File: src/hdl/serb_defs.vh
`ifndef SERB_DEFS_VH
`define SERB_DEFS_VH

// register word offsets (byte addresses)
`define SERB_REG_CTRL 8'h00
`define SERB_REG_STAT_IN 8'h04
`define SERB_REG_ERR_IN 8'h08
`define SERB_REG_CYL 8'h0C
`define SERB_REG_SECT 8'h10
`define SERB_REG_HEAD 8'h14
`define SERB_REG_REC0 8'h20
`define SERB_REG_REC1 8'h24
`define SERB_REG_REC2 8'h28
// control fields
`define SERB_CTRL_KEY_LSB 0
`define SERB_CTRL_ALERT_BIT 4
`define SERB_CTRL_ILI_BIT 5
`define SERB_CTRL_HEAD_UNK_BIT 6
`define SERB_CTRL_CYL_UNK_BIT 7
`define SERB_CTRL_SECT_UNK_BIT 8
`define SERB_CTRL_IRREL_BIT 9
`define SERB_CTRL_BUILD_BIT 10
`define SERB_CTRL_WRDIR_BIT 11
`define SERB_CTRL_REASON_LSB 12
`define SERB_CTRL_RESET 32'h00000000
// sense keys and alert
`define SERB_KEY_RECOVERED 4'h1
`define SERB_KEY_MEDIUM 4'h3
`define SERB_KEY_HARDWARE 4'h4
`define SERB_ASC_ALERT 8'h5D
// alert reasons (3-bit select -> code)
`define SERB_RSN_READ 8'h32
`define SERB_RSN_WRITE 8'h4A
`define SERB_RSN_SEEK 8'h43
`define SERB_RSN_SPARE 8'h14
`define SERB_RSN_LOAD 8'h50
`define SERB_RSN_SPIN 8'h56
`define SERB_RSN_RETRY 8'h5B
`define SERB_RSN_HOURS 8'h00
// valid bit masks of error bytes
`define SERB_ERR22_MASK 8'h05
`define SERB_ERR23_MASK 8'hF7
`define SERB_SECT_MAX_SHORT 16'h00FE
`define SERB_FILL 8'hFF
`endif

File: src/hdl/serb_top.v
// Decided for this implementation: the Wishbone slave port and the register addresses.
`timescale 1ns/1ps
// sense error record builder: wishbone slave that latches a record
module serb_top
(
    // clock and reset
    input wire i_ref_clk,
    input wire i_sys_rst,
    // wishbone slave
    input wire i_wb_cyc,
    input wire i_wb_stb,
    input wire i_wb_we,
    input wire [7:0] i_wb_adr,
    input wire [3:0] i_wb_sel,
    input wire [31:0] i_wb_dat,
    output wire o_wb_ack,
    output reg [31:0] o_wb_dat,
    // record valid flag
    output reg o_rec_valid
);
`include "serb_defs.vh"

    ////////////////////////////////////////////////////////////////////////////
    reg [31:0] ctrl;
    reg [15:0] stat_in;
    reg [15:0] err_in;
    reg [15:0] cyl;
    reg [15:0] sect;
    reg [7:0] head;
    reg [31:0] rec0;
    reg [31:0] rec1;
    reg [31:0] rec2;
    reg ack;
    wire [7:0] reason;
    wire [47:0] loc;
    wire [3:0] key;
    wire [31:0] stat_merged;
    wire [31:0] err_merged;
    wire req;
    wire wr;
    integer i;

    assign key = ctrl[`SERB_CTRL_KEY_LSB +: 4];
    assign req = i_wb_cyc & i_wb_stb;
    assign wr = req & i_wb_we & ~ack;
    assign o_wb_ack = ack;

    // byte-lane merge for writes, used by ctrl, stat_in and err_in; cyl, sect and head ignore i_wb_sel
    function [31:0] merge;
        input [31:0] old;
        input [31:0] dat;
        input [3:0] sel;
        integer k;
        begin
            merge = old;
            for (k = 0; k < 4; k = k + 1)
                if (sel[k])
                    merge[k*8 +: 8] = dat[k*8 +: 8];
        end
    endfunction

    // location valid only for these keys
    function loc_ok;
        input [3:0] k;
        begin
            loc_ok = (k == `SERB_KEY_RECOVERED) || (k == `SERB_KEY_MEDIUM) ||
                (k == `SERB_KEY_HARDWARE);
        end
    endfunction

    // 16-bit input registers merged on a full word, upper half cut on purpose
    assign stat_merged = merge({16'h0000, stat_in}, i_wb_dat, i_wb_sel);
    assign err_merged = merge({16'h0000, err_in}, i_wb_dat, i_wb_sel);

    ////////////////////////////////////////////////////////////////////////////
    serb_reason u_reason
    (
        .i_sel(ctrl[`SERB_CTRL_REASON_LSB +: 3]),
        .o_code(reason)
    );

    serb_loc u_loc
    (
        .i_cyl(cyl),
        .i_head(head),
        .i_sect(sect),
        .i_ili(ctrl[`SERB_CTRL_ILI_BIT]),
        .i_head_unk(ctrl[`SERB_CTRL_HEAD_UNK_BIT]),
        .i_cyl_unk(ctrl[`SERB_CTRL_CYL_UNK_BIT]),
        .i_sect_unk(ctrl[`SERB_CTRL_SECT_UNK_BIT]),
        .i_irrel(ctrl[`SERB_CTRL_IRREL_BIT]),
        .o_loc(loc)
    );

    ////////////////////////////////////////////////////////////////////////////
    // one-cycle ack; dropped the cycle after so back-to-back needs a gap
    always @(posedge i_ref_clk or posedge i_sys_rst)
    begin
        if (i_sys_rst)
            ack <= 1'b0;
        else
            ack <= req & ~ack;
    end

    // input registers written by firmware
    always @(posedge i_ref_clk or posedge i_sys_rst)
    begin
        if (i_sys_rst)
        begin
            ctrl <= `SERB_CTRL_RESET;
            stat_in <= 16'h0000;
            err_in <= 16'h0000;
            cyl <= 16'h0000;
            sect <= 16'h0000;
            head <= 8'h00;
        end
        else if (wr)
        begin
            case (i_wb_adr)
                `SERB_REG_CTRL: ctrl <= merge(ctrl, i_wb_dat, i_wb_sel);
                `SERB_REG_STAT_IN: stat_in <= stat_merged[15:0];
                `SERB_REG_ERR_IN: err_in <= err_merged[15:0];
                `SERB_REG_CYL: cyl <= i_wb_dat[15:0];
                `SERB_REG_SECT: sect <= i_wb_dat[15:0];
                `SERB_REG_HEAD: head <= i_wb_dat[7:0];
                default: ;
            endcase
        end
    end

    ////////////////////////////////////////////////////////////////////////////
    // record build: a write with the build bit set snapshots bytes 20..31.
    // snapshot means later input changes cannot tear a record being read.
    always @(posedge i_ref_clk or posedge i_sys_rst)
    begin
        if (i_sys_rst)
        begin
            rec0 <= 32'h00000000;
            rec1 <= 32'h00000000;
            rec2 <= 32'h00000000;
            o_rec_valid <= 1'b0;
        end
        else if (wr && i_wb_adr == `SERB_REG_CTRL && i_wb_sel[1] &&
            i_wb_dat[`SERB_CTRL_BUILD_BIT])
        begin
            o_rec_valid <= 1'b1;
            if (i_wb_dat[`SERB_CTRL_ALERT_BIT])
                rec0 <= {16'h0000, reason, 8'h00};
            else if (key == `SERB_KEY_MEDIUM || key == `SERB_KEY_HARDWARE)
            begin
                // byte 20 in bits 7:0, byte 23 in bits 31:24
                rec0[7:0] <= stat_in[7:0];
                rec0[15:8] <= stat_in[15:8];
                rec0[23:16] <= err_in[7:0] & `SERB_ERR22_MASK;
                rec0[31:24] <= err_in[15:8] & `SERB_ERR23_MASK;
            end
            else
                rec0 <= 32'h00000000;
            // byte 24 in bits 7:0 of rec1, bytes 28,29 in rec2
            for (i = 0; i < 4; i = i + 1)
                rec1[i*8 +: 8] <= loc_ok(key) ? loc[47-i*8 -: 8] : 8'h00;
            rec2[7:0] <= loc_ok(key) ? loc[15:8] : 8'h00;
            rec2[15:8] <= loc_ok(key) ? loc[7:0] : 8'h00;
            rec2[31:16] <= 16'h0000;
        end
    end

    ////////////////////////////////////////////////////////////////////////////
    // read mux; only reads load it, so read data holds between reads.
    // unmapped reads zero. byte 23 bit0 is err_in bit 8; the direction bit is not used
    always @(posedge i_ref_clk or posedge i_sys_rst)
    begin
        if (i_sys_rst)
            o_wb_dat <= 32'h00000000;
        else if (req & ~ack & ~i_wb_we)
        begin
            case (i_wb_adr)
                `SERB_REG_CTRL: o_wb_dat <= ctrl;
                `SERB_REG_STAT_IN: o_wb_dat <= {16'h0000, stat_in};
                `SERB_REG_ERR_IN: o_wb_dat <= {16'h0000, err_in};
                `SERB_REG_CYL: o_wb_dat <= {16'h0000, cyl};
                `SERB_REG_SECT: o_wb_dat <= {16'h0000, sect};
                `SERB_REG_HEAD: o_wb_dat <= {24'h000000, head};
                `SERB_REG_REC0: o_wb_dat <= rec0;
                `SERB_REG_REC1: o_wb_dat <= rec1;
                `SERB_REG_REC2: o_wb_dat <= rec2;
                default: o_wb_dat <= 32'h00000000;
            endcase
        end
    end
endmodule // serb_top

File: src/hdl/serb_reason.v
`timescale 1ns/1ps
// maps an alert select to its reason code
module serb_reason
(
    // select
    input wire [2:0] i_sel,
    // code
    output reg [7:0] o_code
);
`include "serb_defs.vh"
    // table of codes, one per select
    always @*
    begin
        case (i_sel)
            3'h0: o_code = `SERB_RSN_READ;
            3'h1: o_code = `SERB_RSN_WRITE;
            3'h2: o_code = `SERB_RSN_SEEK;
            3'h3: o_code = `SERB_RSN_SPARE;
            3'h4: o_code = `SERB_RSN_LOAD;
            3'h5: o_code = `SERB_RSN_SPIN;
            3'h6: o_code = `SERB_RSN_RETRY;
            default: o_code = `SERB_RSN_HOURS;
        endcase
    end
endmodule // serb_reason

File: src/hdl/serb_loc.v
`timescale 1ns/1ps
// forms location bytes 24..29 with fill rules
module serb_loc
(
    // inputs
    input wire [15:0] i_cyl,
    input wire [7:0] i_head,
    input wire [15:0] i_sect,
    input wire i_ili,
    input wire i_head_unk,
    input wire i_cyl_unk,
    input wire i_sect_unk,
    input wire i_irrel,
    // six bytes, byte 24 in the top
    output reg [47:0] o_loc
);
`include "serb_defs.vh"
    reg [7:0] b27;
    // irrelevant wins over unknown fills; ili wins over all
    always @*
    begin
        b27 = (i_sect > `SERB_SECT_MAX_SHORT) ? `SERB_FILL : i_sect[7:0];
        o_loc = {i_cyl, i_head, b27, i_sect};
        if (i_cyl_unk)
            o_loc[47:32] = {`SERB_FILL, `SERB_FILL};
        if (i_head_unk)
            o_loc[31:24] = `SERB_FILL;
        if (i_sect_unk)
            o_loc[23:0] = {`SERB_FILL, `SERB_FILL, `SERB_FILL};
        if (i_irrel)
            o_loc = {6{`SERB_FILL}};
        if (i_ili)
            o_loc = 48'h000000000000;
    end
endmodule // serb_loc

File: config.mk
export PLATFORM = sky130hd
export DESIGN_NAME = serb_top
export DESIGN_NICKNAME = d
export VERILOG_FILES = /design/src/hdl/serb_top.v /design/src/hdl/serb_reason.v /design/src/hdl/serb_loc.v
export VERILOG_INCLUDE_DIRS = /design/src /design/src/hdl
export SDC_FILE = /design/constraint.sdc
export NUM_CORES = 1
export LEC_CHECK = 0
export BUFFER_PORTS_ARGS = -buffer_cell sky130_fd_sc_hd__buf_2
export CAP_MARGIN = 10
export CORE_MARGIN = 3
export CORE_UTILIZATION = 60
export CTS_CLUSTER_DIAMETER = 200
export DETAILED_ROUTE_END_ITERATION = 7
export HOLD_SLACK_MARGIN = 0.05
export PLACE_DENSITY = 0.86
export REMOVE_ABC_BUFFERS = 1
export SLEW_MARGIN = 5
export SYNTH_ARGS = -nofsm -noshare
export SYNTH_HDL_FRONTEND = slang
export SYNTH_SLANG_ARGS = --single-unit
File: constraint.sdc
create_clock -name i_ref_clk -period 7.81 [get_ports i_ref_clk]
set_input_delay 0.781 -clock i_ref_clk [delete_from_list [all_inputs] [get_ports i_ref_clk]]
set_output_delay 0.781 -clock i_ref_clk [all_outputs]
set_load 0.05 [all_outputs]
# Yosys cells after proc, flatten, opt, wreduce, memory -nomap -nowiden
# Cells that the tools add are included.
[word_totals] register_bits=218 latchBits=0 mem_bits_rw=0 romBits=0 input_bits=49 out_inout_bits=34 elab_cells=77 n_memories=0
[op_classes] add_sub_neg=0 multipliers=0 n_div=0 order_cmp=1 n_eq_ne=17 shift=0 n_mux=16 bitwise_logic=7 n_reduce_logical=19
[op_table] cell="$pmux 32 s9" n=1
[op_table] cell="$mux 48" n=2
[op_table] cell="$mux 32" n=2
[op_table] cell="$mux 8" n=8
[op_table] cell="$pmux 7 s7" n=1
[op_table] cell="$eq 8x6->1 const B" n=3
[op_table] cell="$mux 24" n=1
[op_table] cell="$reduce_and 3->1" n=8
[op_table] cell="$eq 8x4->1 const B" n=2
[op_table] cell="$eq 8x5->1 const B" n=2
[op_table] cell="$gt 16x8->1 const B" n=1
[op_table] cell="$mux 16" n=1
[op_table] cell="$eq 3x3->1 const B" n=3
[op_table] cell="$eq 8x3->1 const B" n=1
[op_table] cell="$logic_not 8->1" n=1
[op_table] cell="$eq 3x2->1 const B" n=2
[op_table] cell="$reduce_and 2->1" n=3
[op_table] cell="$and 1x1->1" n=5
[op_table] cell="$eq 4x1->1 const B" n=1
[op_table] cell="$eq 4x2->1 const B" n=1
[op_table] cell="$eq 4x3->1 const B" n=1
[op_table] cell="$eq 3x1->1 const B" n=1
[op_table] cell="$logic_and 1x1->1" n=3
[op_table] cell="$logic_not 3->1" n=1
[op_table] cell="other kinds (2)" n=5

# Depth between registers and ports, before layout
[depth] depth_word=6 mapped_depth=10 mapped_depth_nobuf=5

# Hierarchy
# Synthesis repeated with hierarchy kept, for this count alone.
[unflattened] cells_unflattened=1002 area_unflattened_um2=10188.5
[by_module_without_submodules] mod="serb_top" instances=1 cells_per_inst=880 area_each_um2=9619.2 seq_area_each_um2=5280.1
[by_module_without_submodules] mod="serb_loc" instances=1 cells_per_inst=107 area_each_um2=457.9 seq_area_each_um2=0.0
[by_module_without_submodules] mod="serb_reason" instances=1 cells_per_inst=15 area_each_um2=111.4 seq_area_each_um2=0.0

# Worst setup path before layout
# Ideal clock, no wire load.
[synth_path] path_kind="input-to-reg" from="input port i_wb_adr[7]" to="register rec2[6]" setup_time_ps=132 arrival_ps=2387 required_ps=7678 setup_slack_ps=5291 path_stages=10 path_buffers=5 cell_sequence="clkbuf_1 or4_1 buf_2 nor3_4 nand3_2 buf_2 buf_6 buf_6 nand2_1 o21ai_1"
[synth_via] elab_chain_cells=4
[synth_lines] item="start: declaration" line_no="serb_top.v:13" source="input wire [7:0] i_wb_adr,"
[synth_lines] item="$logic_not 8->1"
[synth_lines] item="$logic_and 1x1->1 (no line)"
[synth_lines] item="$logic_and 1x1->1 (2 in series)" line_no="serb_top.v:143" source="else if (wr && i_wb_adr == `SERB_REG_CTRL && i_wb_sel[1] &&"
[synth_lines] item="end signal: assignment" line_no="serb_top.v:162" source="rec2[7:0] <= loc_ok(key) ? loc[15:8] : 8'h00;"
[synth_lines] item="end: declaration" line_no="serb_top.v:32" source="reg [31:0] rec2;"
# Every way passes these cells.
# A chain may end at the register's enable or synchronous reset.

# Worst setup path after layout
[layout_path] from="input port i_wb_adr[3]" to="register rec1[30]"
[layout_via] elab_chain_cells=4
[layout_lines] item="$logic_not 8->1"
[layout_lines] item="$logic_and 1x1->1 (no line)"
[layout_lines] item="$logic_and 1x1->1 (2 in series)" line_no="serb_top.v:143"
[layout_lines] item="end signal: indexed assignment" line_no="serb_top.v:161" source="rec1[i*8 +: 8] <= loc_ok(key) ? loc[47-i*8 -: 8] : 8'h00;"
[layout_lines] item="end: declaration" line_no="serb_top.v:31" source="reg [31:0] rec1;"
# Every way passes these cells.

==> out/qor.csv <==
stage;metric;value;unit
setup_path;cp_max_fo;87;
logic_synthesis;synth_warnings;0;
clocking;clk_latency;0.51;ns
drt;drtAntennaViolNets;0;
setup_path;cpPeakStageDelay;0.88;ns
logic_synthesis;syn_inst;900;
logic_synthesis;yosysSeqAreaShare;0.546;
place;dp_cells;1145;
setup_path;cp-end-kind;register;
outcome;status;complete, no violations;
global_route;grt_usage;0.302;
clocking;cts.repair.resized;0;
clocking;cts_setup_buffers;0;
die;dieWidth;133;um
timing;hold_violations;0;
global_route;grt_max_degree;157;
drt;drt_wl_total;27000;um
clocking;cts-buffers-inserted;22;
logic_synthesis;synth_ff_type;dfrtp_1;
power;p_sw;535;uW
die;initial_core_util;0.624;
die;io_pins;83;
logic_synthesis;avgSynthCellArea;10.7;um2
setup_path;critPathKind;input port to register;
global_route;grt-ovfl-total;0;
place;port_buffers;82;
die;die_h;133;um
logic_synthesis;synth_edf_count;0;
clocking;cts_tree;built;
timing;drv_slew;0;
drt;viasPerCell;6.63;
timing;clock.fmax;289;MHz
power;irDropWorstVdd;0.169;mV
power;power.internal;1790;uW
power;power_frac_clock;0.460;
timing;worst_pin_slew;1.14;ns
layout;fin_nets;1007;
timing;period_minus_slack;3.46;ns
clocking;clk_pin_slew;0.06;ns
die;core.rowCount;45;
timing;rsz0062_at_grt;no;
setup_path;critPathLaunchType;input port;
layout;regArea;5280;um2
setup_path;cp.required;8.15;ns
clocking;htree_levels;1;
setup_path;cp_cell_sequence;buf_2, or4_1, nor3_4, nand3_4, buf_4, nand2_1, o21ai_0;
layout;fillers;1082;
timing;setup-tns-final;0;ns
power;combPwrFrac;0.060;
logic_synthesis;synthArstFlopShare;1.00;
layout;stdcell_count;1184;
clocking;cts_sinks;211;
logic_synthesis;synth_area;9660;um2
global_route;antenna_found_initial;0;
setup_path;slowest_stage;or4_1;
drt;route.detailed.drc;0;
timing;maxSlewHeadroom;0.238;
layout;area_growth;13.2;%
die;die-area;17700;um2
clocking;clock-root-buffer;clkbuf_16;
timing;clock_skew;0.0119;ns
logic_synthesis;synth_cell_types;54;
drt;dr.first_iter.drc_count;1083;
place;hpwlAfterDp;17000;um
place;gp_congestion;0.902;
worst_hold_path;holdCritPathClass;input port to asynchronous set/reset pin;
timing;final.period_utilization;0.444;
layout;drive_above_1_share;0.263;
drt;firstDrtPassIters;7;
power;pwr-share-seq;0.480;
power;power.density;213;nW/um2
power;p_leak;0.00502;uW
drt;vias;7846;
global_route;grt_pass1_wl;42000;um
die;core;15500;um2
drt;detail_route.wl_per_cell;22.8;um
clocking;postCtsHoldBufs;0;
power;swShare;0.230;
layout;multiInputGateArea;4140;um2
setup_path;crit_arrival;3.80;ns
flow_run;cap_violations;0;
logic_synthesis;ys_ff_latch;211;
clocking;clk_path_buf_depth;3;
timing;setup_viol;0;
global_route;grt_pass1_vias;7768;
[cell usage in the layout (no fill, tap or decap), types with 4 or more instances in the layout]
cell type,Yosys,final
a2bb2oi_1,6,6
a2111oi_0,4,4
a221oi_1,11,11
clkbuf_1,36,7
nand3_1,12,12
a22o_1,5,5
mux2_2,111,111
buf_2,14,82
o22ai_1,6,6
nand2_1,137,137
or2_2,4,4
nor2_1,50,50
a21oi_1,18,18
nand2b_1,4,4
mux2i_1,26,26
a22oi_1,27,27
o21ai_0,129,129
nor3_1,7,7
buf_4,1,12
o21ai_1,18,18
nor2b_1,4,4
dfrtp_1,211,211
clkbuf_16,0,23
o32ai_1,4,4
[logic make-up (layout without fill, tap and decap cells)]
| kind of cell | Yosys count | in the layout | share of synthesized area |
|---|---|---|---|
| DFF | 211 | 211 | 0.546 |
| muxes | 139 | 139 | 0.161 |
| other | 0 | 1 | 0 |
| and+or+nand+nor | 243 | 243 | 0.112 |
| AOI/OAI and AO/OA | 243 | 243 | 0.151 |
| buffers and inverters | 63 | 135 | 0.0290 |
| xor gates and xnor gates | 1 | 1 | 0.000906 |
[sequential cells by signal (all words and copies together), names as in the netlist, 25 cells and up]
register	cells
rec0	25
rec1	32
ctrl	32
o_wb_dat	32
[cell type report]
class	count	share of cell area
Clock buffer	31	0.0563
Sequential cell	211	0.483
Tap cell	211	0.0241
Inverter	3	0.00172
Clock inverter	7	0.0104
Antenna cell	1	0.000229
Timing Repair Buffer	94	0.0458
Multi-Input combinational cell	626	0.379
[metal layers]
metal | wire length [um] | global-route usage
met5 | 0 | 0
met4 | 1330 | 0.143
met3 | 2990 | 0.0768
met2 | 12100 | 0.459
met1 | 10500 | 0.410
[worst max-delay path: cells and delay by family]
kind / cells / cell delay, ns
buffers and inverters: 2 / 0.95
AO/OA/AOI/OAI: 1 / 0.11
AND/OR/NAND/NOR: 4 / 1.92
[metrics by stage]
step	area, um2	total power (uW)	utilization	hold slack, ns	worst slack [ns]
2_1_floorplan	9400	1210	-	0.444	1.26
3_3_place_gp	10200	1270	0.659	0.449	4.07
3_5_place_dp	10200	1270	0.659	0.456	3.96
4_1_cts	10900	2330	0.706	0.473	4.42
5_1_grt	10900	2390	0.706	0.500	4.16
6_report	10900	2320	0.706	0.440	4.35
[cell usage after synthesis (5+ instances only)]
cell type	n	area, um2
dfrtp_1	211	5280
nand2_1	137	514
o21ai_0	129	646
mux2_2	111	1250
nor2_1	50	188
clkbuf_1	36	135
a22oi_1	27	203
mux2i_1	26	260
a21oi_1	18	90.1
o21ai_1	18	90.1
buf_2	14	70.1
nand3_1	12	60.1
a221oi_1	11	96.3
nor3_1	7	35.0
a2bb2oi_1	6	52.6
buf_1	6	22.5
o22ai_1	6	37.5
a22o_1	5	43.8
[power groups by stage]
stage                     logic (uW)  clock network, uW  registers (uW)
after detailed placement         138                  0            1140
final                            139               1070            1120
after floorplan                 48.4                  0            1160
after global placement           135                  0            1130
after global routing             148               1120            1120
after CTS                        138               1080            1120
[path summary, 6_finish.rpt]
path | from | endpoint | slack (ns) | depth (start not counted)
max | i_wb_adr[3] | rec1[30] | 4.35 | 7
min | i_sys_rst | ctrl[28] | 0.44 | 2
max reg2reg | o_wb_ack | rec1[30] | 5.00 | 6
min reg2reg | o_rec_valid | o_rec_valid | 0.47 | 1
max in group asynchronous | i_sys_rst | rec2[8] | 5.87 | 3
min in group i_ref_clk | o_rec_valid | o_rec_valid | 0.47 | 1
Note: power is estimated with default switching activity, not from simulation.
